File: src/common/strap_pkg.sv
// Constants shared by the strap capture block and its latch groups
package strap_pkg;

  // APB register map
  localparam int          ADDR_W      = 12;
  localparam int          DATA_W      = 32;
  localparam logic [11:0] CTRL_OFF    = 12'h000;
  localparam logic [11:0] STATUS_OFF  = 12'h004;
  localparam logic [11:0] HEALTH_OFF  = 12'h008;

  // Control register fields
  localparam int          CTRL_PORT_F_BIT    = 0;
  localparam int          CTRL_COMPANION_BIT = 1;
  localparam int          CTRL_W             = 2;
  localparam logic [1:0]  CTRL_RST           = 2'h0;

  // Straps sampled at resume reset release
  localparam int          RSM_W        = 7;
  localparam int          RSM_SHARING  = 0;
  localparam int          RSM_CRYSTAL  = 1;
  localparam int          RSM_WIRELESS = 2;
  localparam int          RSM_SUPPLY   = 3;
  localparam int          RSM_ESPI     = 4;
  localparam int          RSM_PROBE    = 5;
  localparam int          RSM_IO3      = 6;
  localparam logic [6:0]  RSM_DEFAULT  = 7'h60;

  // Straps sampled at platform power-good
  localparam int          PWR_W        = 5;
  localparam int          PWR_OVERRIDE = 0;
  localparam int          PWR_PORT_B   = 1;
  localparam int          PWR_PORT_C   = 2;
  localparam int          PWR_PORT_D   = 3;
  localparam int          PWR_PORT_F   = 4;
  localparam logic [4:0]  PWR_DEFAULT  = 5'h00;
  localparam int          PORTS_W      = 4;

  // Strap sampled at deep-sleep-well power-good
  localparam int          DSW_W        = 1;
  localparam logic [0:0]  DSW_DEFAULT  = 1'h1;

  // Status register layout
  localparam int          ST_RSM_LSB   = 0;
  localparam int          ST_PWR_LSB   = 8;
  localparam int          ST_DSW_BIT   = 16;

  // Health register bits
  localparam int          HL_RSM_DONE  = 0;
  localparam int          HL_PWR_DONE  = 1;
  localparam int          HL_DSW_DONE  = 2;
  localparam int          HL_CONFLICT  = 3;
  localparam int          HL_XTAL_BAD  = 4;
  localparam int          HL_RSVD_LOW  = 5;
  localparam int          HL_OVERRIDE  = 6;

endpackage

File: src/common/strap_group_if.sv
// Carrier between the top block and one strap latch group
`timescale 1ns/100ps
interface strap_group_if #(parameter int W = 1);
  logic         clk_en;
  logic         qual;
  logic [W-1:0] pad;
  logic [W-1:0] value;
  logic         pd_en;
  logic         captured;

  modport latch (input clk_en, input qual, input pad,
                 output value, output pd_en, output captured);
  modport owner (output clk_en, output qual, output pad,
                 input value, input pd_en, input captured);
endinterface

File: src/core/boot_strap_capture.sv
// Boot strap capture block with APB status and control registers
`timescale 1ns/100ps
module boot_strap_capture
  import strap_pkg::*;
(
  // Clock, reset and enable
  input  wire logic              pclk,
  input  wire logic              presetn,
  input  wire logic              clk_en,
  // APB slave
  input  wire logic [ADDR_W-1:0] paddr,
  input  wire logic              psel,
  input  wire logic              penable,
  input  wire logic              pwrite,
  input  wire logic [DATA_W-1:0] pwdata,
  input  wire logic [3:0]        pstrb,
  output logic      [DATA_W-1:0] prdata,
  output logic                   pready,
  output logic                   pslverr,
  // Power and reset qualifiers
  input  wire logic              resume_reset_n,
  input  wire logic              platform_power_good,
  input  wire logic              deep_sleep_power_good,
  // Strap pads sampled at platform power-good
  input  wire logic              audio_serial_out_pad,
  input  wire logic              port_b_detect_pad,
  input  wire logic              port_c_detect_pad,
  input  wire logic              port_d_detect_pad,
  input  wire logic              port_f_detect_pad,
  // Strap pads sampled at resume reset release
  input  wire logic              flash_sharing_strap_pad,
  input  wire logic              crystal_select_strap_pad,
  input  wire logic              wireless_mode_strap_pad,
  input  wire logic              flash_supply_strap_pad,
  input  wire logic              espi_select_strap_pad,
  input  wire logic              probe_mode_reserved_strap,
  input  wire logic              flash_io3_reserved_strap,
  // Strap pad sampled at deep-sleep power-good
  input  wire logic              deep_sleep_reserved_strap,
  // Pad pull-down enables
  output logic                   audio_serial_out_pd_en,
  output logic                   display_detect_pd_en,
  output logic                   resume_straps_pd_en,
  output logic                   wireless_mode_pd_en,
  // Captured settings
  output logic                   descriptor_security_off,
  output logic                   target_attached_sharing,
  output logic      [PORTS_W-1:0] display_port_present,
  output logic                   crystal_24mhz,
  output logic                   integrated_wireless_disable,
  output logic                   serial_flash_supply_1v8,
  output logic                   espi_selected
);

  strap_group_if #(.W(RSM_W)) rsm_if ();
  strap_group_if #(.W(PWR_W)) pwr_if ();
  strap_group_if #(.W(DSW_W)) dsw_if ();

  logic [CTRL_W-1:0]  ctrl_reg;
  logic [PORTS_W-1:0] ports_next;
  logic               wr_en;
  logic               rd_en;
  logic               hit;
  logic               wr_commit;
  logic               sel_ctrl;
  logic               sel_status;
  logic               sel_health;
  logic [DATA_W-1:0]  rdata_next;
  logic [DATA_W-1:0]  status_word;
  logic [DATA_W-1:0]  health_word;

  // Qualifier hookup, one latch group per sampling edge
  assign rsm_if.clk_en = clk_en;
  assign rsm_if.qual   = resume_reset_n;
  assign rsm_if.pad    = {flash_io3_reserved_strap,
                          probe_mode_reserved_strap,
                          espi_select_strap_pad,
                          flash_supply_strap_pad,
                          wireless_mode_strap_pad,
                          crystal_select_strap_pad,
                          flash_sharing_strap_pad};

  assign pwr_if.clk_en = clk_en;
  assign pwr_if.qual   = platform_power_good;
  assign pwr_if.pad    = {port_f_detect_pad,
                          port_d_detect_pad,
                          port_c_detect_pad,
                          port_b_detect_pad,
                          audio_serial_out_pad};

  assign dsw_if.clk_en = clk_en;
  assign dsw_if.qual   = deep_sleep_power_good;
  assign dsw_if.pad    = deep_sleep_reserved_strap;

  // Resume-well group: sharing, crystal, wireless, supply, eSPI, reserved
  strap_latch #(
    .W       (RSM_W),
    .DEFAULT (RSM_DEFAULT)
  ) u_rsm (
    .pclk    (pclk),
    .presetn (presetn),
    .grp     (rsm_if.latch)
  );

  // Platform group: descriptor override and display detects
  strap_latch #(
    .W       (PWR_W),
    .DEFAULT (PWR_DEFAULT)
  ) u_pwr (
    .pclk    (pclk),
    .presetn (presetn),
    .grp     (pwr_if.latch)
  );

  // Deep-sleep group, independent of the other two qualifiers
  strap_latch #(
    .W       (DSW_W),
    .DEFAULT (DSW_DEFAULT)
  ) u_dsw (
    .pclk    (pclk),
    .presetn (presetn),
    .grp     (dsw_if.latch)
  );

  // Settings taken straight from the latch flops
  assign descriptor_security_off     = pwr_if.value[PWR_OVERRIDE];
  assign target_attached_sharing     = rsm_if.value[RSM_SHARING];
  assign crystal_24mhz               = rsm_if.value[RSM_CRYSTAL];
  assign integrated_wireless_disable = rsm_if.value[RSM_WIRELESS];
  assign serial_flash_supply_1v8     = rsm_if.value[RSM_SUPPLY];
  assign espi_selected               = rsm_if.value[RSM_ESPI];
  assign audio_serial_out_pd_en      = pwr_if.pd_en;
  assign display_detect_pd_en        = pwr_if.pd_en;
  assign resume_straps_pd_en         = rsm_if.pd_en;

  // Port F is gated so an unsupported port cannot report present
  always_comb begin
    ports_next = pwr_if.value[PWR_PORT_F:PWR_PORT_B];
    if (!ctrl_reg[CTRL_PORT_F_BIT]) begin
      ports_next[PORTS_W-1] = 1'b0;
    end
  end

  always_ff @(posedge pclk or negedge presetn) begin
    if (!presetn) begin
      display_port_present <= '0;
    end else if (clk_en) begin
      display_port_present <= ports_next;
    end
  end

  // Companion attached keeps the pull-down on, holding the enable level
  always_ff @(posedge pclk or negedge presetn) begin
    if (!presetn) begin
      wireless_mode_pd_en <= 1'b0;
    end else if (clk_en) begin
      wireless_mode_pd_en <= ctrl_reg[CTRL_COMPANION_BIT];
    end
  end

  // APB decode; one wait state so read data comes from a flop
  assign sel_ctrl   = (paddr == CTRL_OFF);
  assign sel_status = (paddr == STATUS_OFF);
  assign sel_health = (paddr == HEALTH_OFF);
  assign wr_en = psel & penable & pwrite & ~pready;
  assign rd_en = psel & penable & ~pwrite & ~pready;
  assign hit   = sel_ctrl | sel_status | sel_health;
  // A write lands only at the edge where the master sees pready, never earlier
  assign wr_commit = psel & penable & pwrite & pready;

  always_comb begin
    status_word                                   = '0;
    status_word[ST_RSM_LSB +: RSM_W]              = rsm_if.value;
    status_word[ST_PWR_LSB +: PWR_W]              = pwr_if.value;
    status_word[ST_PWR_LSB + PWR_PORT_F]          = ports_next[PORTS_W-1];
    status_word[ST_DSW_BIT]                       = dsw_if.value[0];
  end

  // Board-side obligations are only observed and reported, never enforced
  always_comb begin
    health_word              = '0;
    health_word[HL_RSM_DONE] = rsm_if.captured;
    health_word[HL_PWR_DONE] = pwr_if.captured;
    health_word[HL_DSW_DONE] = dsw_if.captured;
    health_word[HL_CONFLICT] = rsm_if.captured & ~rsm_if.value[RSM_ESPI]
                               & rsm_if.value[RSM_SHARING];
    health_word[HL_XTAL_BAD] = rsm_if.captured & ~rsm_if.value[RSM_CRYSTAL];
    health_word[HL_RSVD_LOW] = (rsm_if.captured & ~(rsm_if.value[RSM_PROBE]
                               & rsm_if.value[RSM_IO3]))
                               | (dsw_if.captured & ~dsw_if.value[0]);
    health_word[HL_OVERRIDE] = pwr_if.captured & pwr_if.value[PWR_OVERRIDE];
  end

  always_comb begin
    rdata_next = '0;
    unique case (paddr)
      CTRL_OFF:   rdata_next[CTRL_W-1:0] = ctrl_reg;
      STATUS_OFF: rdata_next = status_word;
      HEALTH_OFF: rdata_next = health_word;
      default:    rdata_next = '0;
    endcase
  end

  // Control register, low byte lane only
  always_ff @(posedge pclk or negedge presetn) begin
    if (!presetn) begin
      ctrl_reg <= CTRL_RST;
    end else if (clk_en) begin
      if (wr_commit && sel_ctrl && pstrb[0]) begin
        ctrl_reg <= pwdata[CTRL_W-1:0];
      end
    end
  end

  always_ff @(posedge pclk or negedge presetn) begin
    if (!presetn) begin
      pready <= 1'b0;
    end else if (clk_en) begin
      pready <= psel & penable & ~pready;
    end
  end

  // Unmapped addresses answer with an error; writes to status are ignored
  always_ff @(posedge pclk or negedge presetn) begin
    if (!presetn) begin
      pslverr <= 1'b0;
    end else if (clk_en) begin
      pslverr <= (wr_en | rd_en) & ~hit;
    end
  end

  always_ff @(posedge pclk or negedge presetn) begin
    if (!presetn) begin
      prdata <= '0;
    end else if (clk_en) begin
      if (rd_en) begin
        prdata <= rdata_next;
      end else begin
        prdata <= '0;
      end
    end
  end

endmodule // boot_strap_capture

File: src/core/strap_latch.sv
// One group of straps captured on the rising edge of a common qualifier
`timescale 1ns/100ps
module strap_latch
  import strap_pkg::*;
#(
  parameter int         W       = 1,
  parameter logic [W-1:0] DEFAULT = '0
) (
  // Clock and reset
  input  wire logic     pclk,
  input  wire logic     presetn,
  // Group signals
  strap_group_if.latch  grp
);

  logic qual_d_reg;
  logic rise;

  assign rise = grp.qual & ~qual_d_reg;

  always_ff @(posedge pclk or negedge presetn) begin
    if (!presetn) begin
      qual_d_reg <= 1'b0;
    end else if (grp.clk_en) begin
      qual_d_reg <= grp.qual;
    end
  end

  // Each bit latches alone so a pad stays unaffected by its neighbours
  genvar i;
  generate
    for (i = 0; i < W; i++) begin : g_bit
      always_ff @(posedge pclk or negedge presetn) begin
        if (!presetn) begin
          grp.value[i] <= DEFAULT[i];
        end else if (grp.clk_en) begin
          if (!grp.qual) begin
            grp.value[i] <= DEFAULT[i];
          end else if (rise) begin
            grp.value[i] <= grp.pad[i];
          end
        end
      end
    end
  endgenerate

  // Pull-down stays on while the qualifier is low, drops once sampled
  always_ff @(posedge pclk or negedge presetn) begin
    if (!presetn) begin
      grp.pd_en    <= 1'b1;
      grp.captured <= 1'b0;
    end else if (grp.clk_en) begin
      if (!grp.qual) begin
        grp.pd_en    <= 1'b1;
        grp.captured <= 1'b0;
      end else if (rise) begin
        grp.pd_en    <= 1'b0;
        grp.captured <= 1'b1;
      end
    end
  end

endmodule // strap_latch

File: config.mk
export PLATFORM = sky130hd
export DESIGN_NAME = boot_strap_capture
export DESIGN_NICKNAME = d
export VERILOG_FILES = /design/src/common/strap_pkg.sv /design/src/common/strap_group_if.sv /design/src/core/boot_strap_capture.sv /design/src/core/strap_latch.sv
export SDC_FILE = /design/constraint.sdc
export NUM_CORES = 1
export LEC_CHECK = 0
export BUFFER_PORTS_ARGS = -buffer_cell sky130_fd_sc_hd__buf_2
export CAP_MARGIN = 20
export CORE_ASPECT_RATIO = 2
export CORE_MARGIN = 8
export CORE_UTILIZATION = 46
export CTS_CLUSTER_SIZE = 30
export DETAILED_ROUTE_END_ITERATION = 16
export PLACE_DENSITY = 0.95
export SLEW_MARGIN = 0
export SYNTH_ARGS = -nofsm -noshare
export SYNTH_HDL_FRONTEND = slang
export SYNTH_SLANG_ARGS = --single-unit
export TNS_END_PERCENT = 100
File: constraint.sdc
create_clock -name pclk -period 3.5 [get_ports pclk]
set_input_delay 0.175 -clock pclk [delete_from_list [all_inputs] [get_ports pclk]]
set_output_delay 0.175 -clock pclk [all_outputs]
set_load 0.02 [all_outputs]
==> flow_metrics.env, run 1 <==
export IMPL_run_status="finished, final reports clean"
export IMPL_core_sq_um=4090
export IMPL_dp_worst_setup_slack_ns=1.83
export IMPL_globalRouteMet3Util_pct=4.07
export IMPL_hold_viol=0
export IMPL_crit_type="reg -> reg"
export IMPL_powerDensity_nw_per_um2=471
export IMPL_cts_hold_buf=0
export IMPL_cp_arrival_ns=1.60
export IMPL_crit_buf_inv=0
export IMPL_largest_reg_flops=13
export IMPL_antenna_cells=0
export IMPL_die_area_sq_um=6670
export IMPL_yosysTopAreaCell="dfrtp_1"
export IMPL_clockBufferDepth=2
export IMPL_drt_initial_drc_count=55
export IMPL_syn_to_final_growth_pct=20.1
export IMPL_maxCapViolCount=0
export IMPL_clk_latency_ns=0.29
export IMPL_top_regs="prdata x13, u_rsm.grp.value x7, u_pwr.grp.value x5"
export IMPL_cp_max_fo=13
export IMPL_async_flop_share_pct=100
export IMPL_worstMarginPinSlew_ns=0.907
export IMPL_r2r_start="pready"
export IMPL_cts_tree="built"
export IMPL_startpoint_type="flop"
export IMPL_hpwl_mm=3.78
export IMPL_grt_use_met1_pct=13.4
export IMPL_clock_power_share_pct=34.4
export IMPL_rr_worst_depth=2
export IMPL_grt_max_degree=44
export IMPL_dr_pass1_iters=4
export IMPL_die_width_um=61.9
export IMPL_wl_per_cell_um=16.2
export IMPL_synth_edf_count=0
export IMPL_ys_seq_area_share_pct=55.8
export IMPL_layout_min_cycle_time_ns=1.39
export IMPL_grt_pass1_vias=1646
export IMPL_cts_sinks=43
export IMPL_holdWs_ns=0.00503
export IMPL_crit_path_end_kind="flop"
export IMPL_cts_setup_buffers=0
export IMPL_synth_ff_type="dfrtp_1"
export IMPL_avgSynthCellArea_sq_um=11.3
export IMPL_io_pins=118
export IMPL_overflow=0
export IMPL_drt_total_wl_mm=4.68
export IMPL_seqPwrFrac_pct=51.1
export IMPL_use_met2_pct=25.5
export IMPL_synth_area_top_cells="dfrtp_1, buf_4, dfstp_2, o2bb2ai_1, a22o_1"
export IMPL_critPathMaxStageDelay_ns=0.66
export IMPL_ir_worst_vdd_mv=0.405
export IMPL_viasPerCell=5.29
export IMPL_drc=0
export IMPL_rsz0062_at_grt="no"
export IMPL_fin_setup_tns_ns=0
export IMPL_synth_cell_type_count=29
export IMPL_synth_seq_cells=43
export IMPL_syn_inst=172
export IMPL_h_tree_depth=2
export IMPL_antenna_left=0
export IMPL_worstReg2RegEnd="prdata[6]"
export IMPL_fmax_ghz=0.719
export IMPL_regMostFlops="prdata"
export IMPL_cts_buffers_inserted=5
export IMPL_start_util_pct=47.4
export IMPL_leakagePower_nw=1.21
export IMPL_setup_viol=0
export IMPL_syn_area_sq_um=1940
export IMPL_r2r_slack_ns=2.11
export IMPL_vias=1529
export IMPL_cp_top_family="simple AND/OR/NAND/NOR gates"
export IMPL_path_cells="or4_4, o2bb2ai_1"
export IMPL_gp_congestion=0.822
export IMPL_crit_required_ns=3.71
export IMPL_power_switching_mw=0.294
export IMPL_cts_root_buffer="clkbuf_8"
export IMPL_relSlewSlack_pct=39.6
export IMPL_clock_skew_final_ns=0.00285
export IMPL_p_int_mw=0.803
export IMPL_p_comb_share_pct=14.5
export IMPL_placed_cells=281
export IMPL_slowest_stage="or4_4"
export IMPL_instances_no_fill=289
export IMPL_drive_gt1_share_pct=36.3
export IMPL_grt_usage_pct=14.5
export IMPL_cts_resized=0
export IMPL_cp_depth=2
export IMPL_grt_pass1_wl_mm=7.30
export IMPL_antenna_found_initial=0
export IMPL_period_share_pct=39.7
export IMPL_dieHeight_um=108
export IMPL_nNetsFinal=306
export IMPL_synth_top_area_share_pct=49.1
export IMPL_ys_warn_count=0
export IMPL_portBuffers=65
export IMPL_sw_frac_of_total_pct=26.8
export IMPL_drv_slew=0
export IMPL_rows=33
export IMPL_path_clk_slew_ns=0.08
export IMPL_hold_path_class="in -> async"
export IMPL_grt_busiest_layer="met2"
export IMPL_setup_ws_ns=2.11
==> layout make-up <==
type,instances,area (sq um)
timing repair buffer,65,325
clock inverter,3,43.8
clock buffer,5,68.8
fill,358,1760
sequential,43,1080
inverter,9,33.8
tap,52,65.1
multi-input combinational,112,709
==> synthesized netlist by cell type, drive strengths merged, types with 2 or more instances <==
| cell type | count |
|---|---|
| mux2 | 7 |
| nor4 | 2 |
| o21ai | 6 |
| dfstp | 5 |
| a22o | 12 |
| nor3 | 3 |
| dfrtp | 38 |
| o22a | 2 |
| nor2 | 7 |
| nand3 | 4 |
| buf | 21 |
| o2bb2ai | 13 |
| inv | 9 |
| clkbuf | 5 |
| o32a | 2 |
| nor2b | 2 |
| a21oi | 9 |
| a22oi | 3 |
| mux2i | 2 |
| nand2 | 12 |
==> stage by stage <==
step                total power [mW]  area [sq um]  util, %
floorplan                      0.679          2010        -
global placement               0.724          2220     54.2
detailed placement             0.730          2220     54.2
CTS                             1.11          2330     57.0
global route                    1.15          2330     57.0
finish                          1.10          2330     57.0
==> worst max-delay path by stage <==
| stage | from | slack, ns | end |
|---|---|---|---|
| floorplan | paddr[9] | 2.09 | prdata[6] |
| global placement | clk_en | 1.92 | u_pwr.grp.value[4] |
| detailed placement | paddr[9] | 1.83 | prdata[6] |
| CTS | pready | 2.10 | prdata[6] |
| global route | paddr[5] | 2.05 | prdata[9] |
| finish | pready | 2.11 | prdata[6] |
==> routing by layer <==
layer	vias up	wire length, um
li1	713	-
met1	735	1590
met2	66	2550
met3	15	358
met4	0	179
met5	-	0
==> power groups by stage <==
| stage | combinational (mW) | sequential [mW] | clock [mW] |
|---|---|---|---|
| CTS | 0.160 | 0.560 | 0.387 |
| global route | 0.175 | 0.566 | 0.405 |
| detailed placement | 0.160 | 0.570 | 0 |
| floorplan | 0.0959 | 0.583 | 0 |
| global placement | 0.156 | 0.569 | 0 |
| finish | 0.159 | 0.560 | 0.378 |
==> cell usage in the layout, fill, tap and decap left out <==
cell type  instances
buf_2             65
o2bb2ai_1         13
o21ai_0            6
nand3_1            4
nor3_1             3
nand2b_1           1
o22ai_1            1
conb_1            19
clkinv_2           1
clkbuf_8           5
clkinv_4           1
a32oi_1            1
bufinv_16          1
a22o_1            12
mux2i_1            2
o32ai_1            1
o32a_1             2
nor2_1             7
nand4_1            1
nand2_1           12
mux2_2             7
inv_1              9
o22a_1             2
a22oi_1            3
a31oi_1            1
nor4_1             2
nor2b_1            2
or4_4              1
dfrtp_1           38
dfstp_2            5
a21oi_1            9
==> logic make-up (layout without fill, tap and decap cells) <==
family                 after synthesis  in the layout  share of synthesized area [%]
buffers and inverters               35             82                           11.0
multiplexers                         9              9                           5.10
other                                1             19                          0.193
AND/OR/NAND/NOR                     33             33                           8.01
flip-flops                          43             43                           55.8
AO/OA/AOI/OAI                       51             51                           19.8
Note: power is estimated with default switching activity, not from simulation.
==> run 2, diff against run 1 <==
- ABC_AREA: unset -> 1
- CORE_UTILIZATION: 46 -> 40
- PLACE_DENSITY: 0.95 -> 0.89
- clock period: 3.5 -> 1.2 ns (I/O delays scaled with it)
==> run 2 against run 1 <==
The run now ends with negative setup slack left. Clock power grew 130%. Utilization shrank 5.0 points. Highest routed layer unchanged. Clock skew grew 0.0066 ns. Critical path depth grew 5. Critical path type unchanged. Largest power group unchanged. Count of clock-buffer cells in the layout grew 2. Non-clock buffer count grew 20. Sequential share of layout area shrank 5.6 points. Hold slack gained 0.0080 ns. Flip-flop and latch count is the same. Power grew to 2.8 times the previous value. Routed wire length grew 15%. Area after synthesis grew 7.7%.
==> flow_metrics.env, run 2 <==
export IMPL_synth_seq_cells=43
export IMPL_layout_min_cycle_time_ns=1.21
export IMPL_synth_area_top_cells="dfrtp_1, nand2_1, buf_4, dfstp_2, nand3_1"
export IMPL_startpoint_type="flop"
export IMPL_holdWs_ns=0.0131
export IMPL_cts_buffers_inserted=5
export IMPL_setup_ws_ns=-0.00937
export IMPL_syn_area_sq_um=2090
export IMPL_layout_common_cells="nand2_1, buf_2, dfrtp_1, nand3_1, o21ai_0"
export IMPL_crit_path_end_kind="flop"
export IMPL_grt_usage_pct=14.4
export IMPL_r2r_start="pready"
export IMPL_viasPerCell=4.84
export IMPL_cts_sinks=43
export IMPL_instances_no_fill=390
export IMPL_powerDensity_nw_per_um2=1140
export IMPL_drt_total_wl_mm=5.40
export IMPL_fmax_ghz=0.827
export IMPL_die_width_um=67.1
export IMPL_synth_cell_type_count=26
export IMPL_cts_root_buffer="clkbuf_8"
export IMPL_path_clk_slew_ns=0.08
export IMPL_dpl_instance_area_sq_um=2470
export IMPL_min_from="deep_sleep_reserved_strap"
export IMPL_largest_reg_flops=13
export IMPL_overflow=0
export IMPL_drive_gt1_share_pct=32.5
export IMPL_antenna_found_initial=0
export IMPL_hpwl_mm=4.23
export IMPL_core_sq_um=5090
export IMPL_cp_arrival_ns=1.43
export IMPL_ys_warn_count=0
export IMPL_top_regs="prdata x13, u_rsm.grp.value x7, u_pwr.grp.value x5"
export IMPL_placed_cells=373
export IMPL_synth_edf_count=0
export IMPL_gp_congestion=0.818
export IMPL_finalPower_mw=3.02
export IMPL_ir_worst_vdd_mv=0.990
export IMPL_h_tree_depth=2
export IMPL_ys_seq_area_share_pct=51.8
export IMPL_cp_max_fo=4
export IMPL_hold_path_class="in -> reg"
export IMPL_run_status="complete, but fails checks"
export IMPL_synth_ff_type="dfrtp_1"
export IMPL_drt_initial_drc_count=91
export IMPL_rr_worst_depth=7
export IMPL_io_pins=118
export IMPL_wl_per_cell_um=13.8
export IMPL_clock_skew_final_ns=0.00943
export IMPL_leakagePower_nw=1.42
export IMPL_dieHeight_um=118
export IMPL_violations="negative setup slack"
export IMPL_clockBufferDepth=2
export IMPL_drv_slew=0
export IMPL_grt_max_degree=31
export IMPL_r2r_slack_ns=-0.009
export IMPL_maxCapViolCount=0
export IMPL_portBuffers=65
export IMPL_design_area_sq_um=2650
export IMPL_rows=37
export IMPL_dr_pass1_iters=4
export IMPL_avgSynthCellArea_sq_um=8.45
export IMPL_async_flop_share_pct=100
export IMPL_worstReg2RegEnd="prdata[10]"
export IMPL_syn_to_final_growth_pct=26.8
export IMPL_setup_viol=2
export IMPL_grt_pass1_vias=1969
export IMPL_drc=0
export IMPL_nNetsFinal=401
export IMPL_period_share_pct=101
export IMPL_dp_worst_setup_slack_ns=0.00569
export IMPL_yosysTopAreaCell="dfrtp_1"
export IMPL_grt_pass1_wl_mm=8.93
export IMPL_die_area_sq_um=7930
export IMPL_synth_most_common_cell="nand2_1"
export IMPL_regMostFlops="prdata"
export IMPL_antenna_left=0
export IMPL_cts_tree="built"
export IMPL_synth_commonest_cells="nand2_1, dfrtp_1, nand3_1"
export IMPL_rsz0062_at_grt="yes"
export IMPL_hold_viol=0
export IMPL_vias=1889
export IMPL_holdPathStages=2
export IMPL_syn_inst=247
export IMPL_antenna_cells=0
export IMPL_crit_required_ns=1.42
export IMPL_synth_top_area_share_pct=45.5
export IMPL_hold_path_endpoint="u_dsw.grp.value"
export IMPL_start_util_pct=41.0
export IMPL_clk_latency_ns=0.29
export IMPL_crit_type="reg -> reg"
## run 2: cell types whose count changed in the layout (fill, tap and decap cells not counted), moves of 5 or more
cell and change:
a21oi_1 -7, a22o_1 -11, buf_4 +12, dlygate4sd3_1 +7, inv_1 +8, mux2_2 -7
nand2_1 +53, nand3_1 +19, nor2_1 +11, nor2_4 +5, o21ai_0 +16, o2bb2ai_1 -13
## run 2: cells by family (layout without fill, tap and decap cells)
family / count (synthesis) / count (layout) / synth area share (%)
simple gates: 121 / 121 / 25.5
flops: 43 / 43 / 51.8
compound gates: 35 / 35 / 9.89
buf+inv: 47 / 114 / 12.6
other cells: 1 / 19 / 0.180
## run 2: area by class of cell
| type | count | area (sq um) |
|---|---|---|
| flip-flops and latches | 43 | 1080 |
| clock inverters | 1 | 5.00 |
| inverters | 21 | 81.3 |
| well taps | 58 | 72.6 |
| multi-input cells | 175 | 823 |
| fillers | 508 | 2440 |
| clock buffers | 7 | 76.3 |
| repair buffers | 85 | 505 |
## run 2: worst max-delay path by stage
stage	start	endpoint	slack, ns
final	pready	prdata[10]	-0.009
after global placement	pready	prdata[4]	0.03
after global routing	pready	prdata[11]	-0.14
after floorplan	pready	prdata[8]	0.01
after CTS	pready	prdata[4]	-0.006
after detailed placement	pready	prdata[10]	0.006
## run 2: per-layer routing
layer	up-vias	part of all wire [%]	track usage, %
met5	-	0	0
met4	0	2.6	7.38
met3	9	11	4.64
met2	81	53	25.5
met1	869	34	14.0
li1	930	-	-
## run 2: critical path, cell delays in order (launching register included)
cell and delay (ns):
dfrtp_2 0.43, nor2_4 0.10, nand2_2 0.08, nor2_4 0.13, inv_2 0.07, nor2_4 0.16
inv_4 0.07, o21ai_2 0.11
## run 2: what timing repair did
action                                  4_1_cts  5_1_grt
hold buffers                                  7        0
endpoints found under the setup margin        3       12
cloned                                        0        0
endpoints found under the hold margin        47        0
setup buffers                                 1        1
pin swaps                                     0        3
resized for setup                             1        3
## run 2: stage by stage
| step | setup TNS (ns) | util [%] |
|---|---|---|
| finish | -0.0113 | 52.0 |
| detailed placement | 0 | 48.4 |
| global route | -1.13 | 52.0 |
| floorplan | 0 | - |
| CTS | -0.00764 | 51.6 |
| global placement | 0 | 48.4 |
## run 2: power breakdown
part	leakage (nW)	total, mW	internal, mW	switching, mW
clock	0.0422	0.877	0.409	0.468
sequential	0.561	1.63	1.56	0.0741
combinational	0.814	0.511	0.180	0.330
==> run 3, diff against run 2 <==
- PLACE_DENSITY: 0.89 -> 0.77
==> run 3 against run 2 <==
The run now ends clean. Sequential share of layout area is 0.50 points lower. Routed wire length about the same. Flip-flop and latch count is the same. Largest power group unchanged.
==> flow_metrics.env, run 3 (synthesis results as in run 2) <==
export IMPL_r2r_slack_ns=0.0002
export IMPL_drv_slew=0
export IMPL_cts_sinks=43
export IMPL_cp_top_family="simple AND/OR/NAND/NOR gates"
export IMPL_portBuffers=65
export IMPL_cts_tree="built"
export IMPL_placed_cells=375
export IMPL_clock_skew_final_ns=0.00635
export IMPL_antenna_found_initial=0
export IMPL_largest_reg_flops=13
export IMPL_core_sq_um=5090
export IMPL_drt_initial_drc_count=77
export IMPL_design_area_sq_um=2680
export IMPL_path_cells="nor2_4, nand2_2, nor2_4, inv_2, nor2_4, inv_4, o21ai_2"
export IMPL_rows=37
export IMPL_syn_to_final_growth_pct=28.3
export IMPL_clockBufferDepth=2
export IMPL_r2r_start="pready"
export IMPL_rsz0062_at_grt="yes"
export IMPL_clk_latency_ns=0.29
export IMPL_gp_congestion=0.775
export IMPL_antenna_cells=0
export IMPL_start_util_pct=41.0
export IMPL_hold_viol=0
export IMPL_startpoint_type="flop"
export IMPL_crit_top_cell="nor2_4"
export IMPL_leakagePower_nw=1.43
export IMPL_layout_common_cells="nand2_1, buf_2, dfrtp_1, o21ai_0, nand3_1"
export IMPL_die_width_um=67.1
export IMPL_hold_path_class="in -> reg"
export IMPL_io_pins=118
export IMPL_top_regs="prdata x13, u_rsm.grp.value x7, u_pwr.grp.value x5"
export IMPL_min_from="crystal_select_strap_pad"
export IMPL_vias=1877
export IMPL_overflow=0
export IMPL_critPathMaxStageDelay_ns=0.43
export IMPL_h_tree_depth=2
export IMPL_run_status="finished, final reports clean"
export IMPL_period_share_pct=100
export IMPL_cp_depth=7
export IMPL_wl_per_cell_um=13.7
export IMPL_antenna_left=0
export IMPL_instances_no_fill=393
export IMPL_cts_buffers_inserted=5
export IMPL_grt_usage_pct=14.1
export IMPL_cts_root_buffer="clkbuf_8"
export IMPL_layout_min_cycle_time_ns=1.20
export IMPL_worstReg2RegEnd="prdata[8]"
export IMPL_grt_max_degree=44
export IMPL_dpl_instance_area_sq_um=2480
export IMPL_dieHeight_um=118
export IMPL_hpwl_mm=4.20
export IMPL_grt_pass1_wl_mm=8.85
export IMPL_path_clk_slew_ns=0.08
export IMPL_regMostFlops="prdata"
export IMPL_setup_viol=0
export IMPL_viasPerCell=4.78
export IMPL_maxCapViolCount=0
export IMPL_crit_buf_inv=2
export IMPL_drc=0
export IMPL_nNetsFinal=404
export IMPL_die_area_sq_um=7930
export IMPL_cp_max_fo=4
export IMPL_powerDensity_nw_per_um2=1130
export IMPL_crit_type="reg -> reg"
export IMPL_crit_required_ns=1.43
export IMPL_hold_path_endpoint="u_rsm.grp.value[1]"
export IMPL_fmax_ghz=0.833
export IMPL_crit_path_end_kind="flop"
export IMPL_cp_arrival_ns=1.43
export IMPL_drt_total_wl_mm=5.40
export IMPL_dr_pass1_iters=4
export IMPL_slowest_stage="dfrtp_2"
export IMPL_ir_worst_vdd_mv=0.898
export IMPL_grt_pass1_vias=1991
export IMPL_rr_worst_depth=7
export IMPL_holdPathStages=3
export IMPL_drive_gt1_share_pct=33.4
-- run 3: how the worst max path moves through the flow --
stage / slack [ns] / end / from
floorplan: 0.01 / prdata[8] / pready
global placement: 0.03 / prdata[4] / pready
detailed placement: -0.02 / prdata[6] / pready
CTS: 0.0002 / prdata[11] / pready
global route: -0.11 / prdata[8] / pready
finish: 0.0002 / prdata[8] / pready
-- run 3: per-stage QoR --
step	setup slack (ns)	utilization [%]	hold WS [ns]	TNS [ns]	total power [mW]
floorplan	0.0129	-	-0.236	0	1.97
global placement	0.0349	48.7	0.0493	0	2.14
detailed placement	-0.0155	48.7	0.0491	-0.0241	2.15
CTS	0.000166	51.9	0.000187	0	3.04
global route	-0.107	52.6	0.00991	-0.816	3.19
finish	0.000197	52.6	0.00620	0	3.03
-- run 3: cell type report --
class | count | area [sq um]
inverters | 21 | 81.3
flip-flops and latches | 43 | 1080
clock inverters | 1 | 5.00
repair buffers | 88 | 531
clock buffers | 7 | 76.3
well taps | 58 | 72.6
multi-input cells | 175 | 831
fillers | 512 | 2410
-- run 3: power breakdown --
part,leakage [nW],switching (mW),total (mW),internal (mW)
sequential,0.561,0.0743,1.63,1.56
clock,0.0422,0.474,0.883,0.409
combinational,0.828,0.328,0.515,0.187
-- run 3: tightest hold or removal path, stage by stage --
cell and delay, ns:
buf_2 0.07, nand3_1 0.06, o21ai_0 0.06
-- run 3: routing by layer --
layer	vias up	share of wire [%]	wire (um)	track usage, %
li1	926	-	-	-
met1	876	36	1930	14.2
met2	65	53	2860	25.0
met3	10	9.1	493	3.88
met4	0	2.2	117	7.11
met5	-	0	0	0
-- run 3: repair_timing --
item	4_1_cts	5_1_grt
hold buffers	7	1
hold endpoints to repair	49	1
gates resized for setup	2	4
pin swaps	0	2
setup endpoints to repair	7	14
setup buffers	1	1
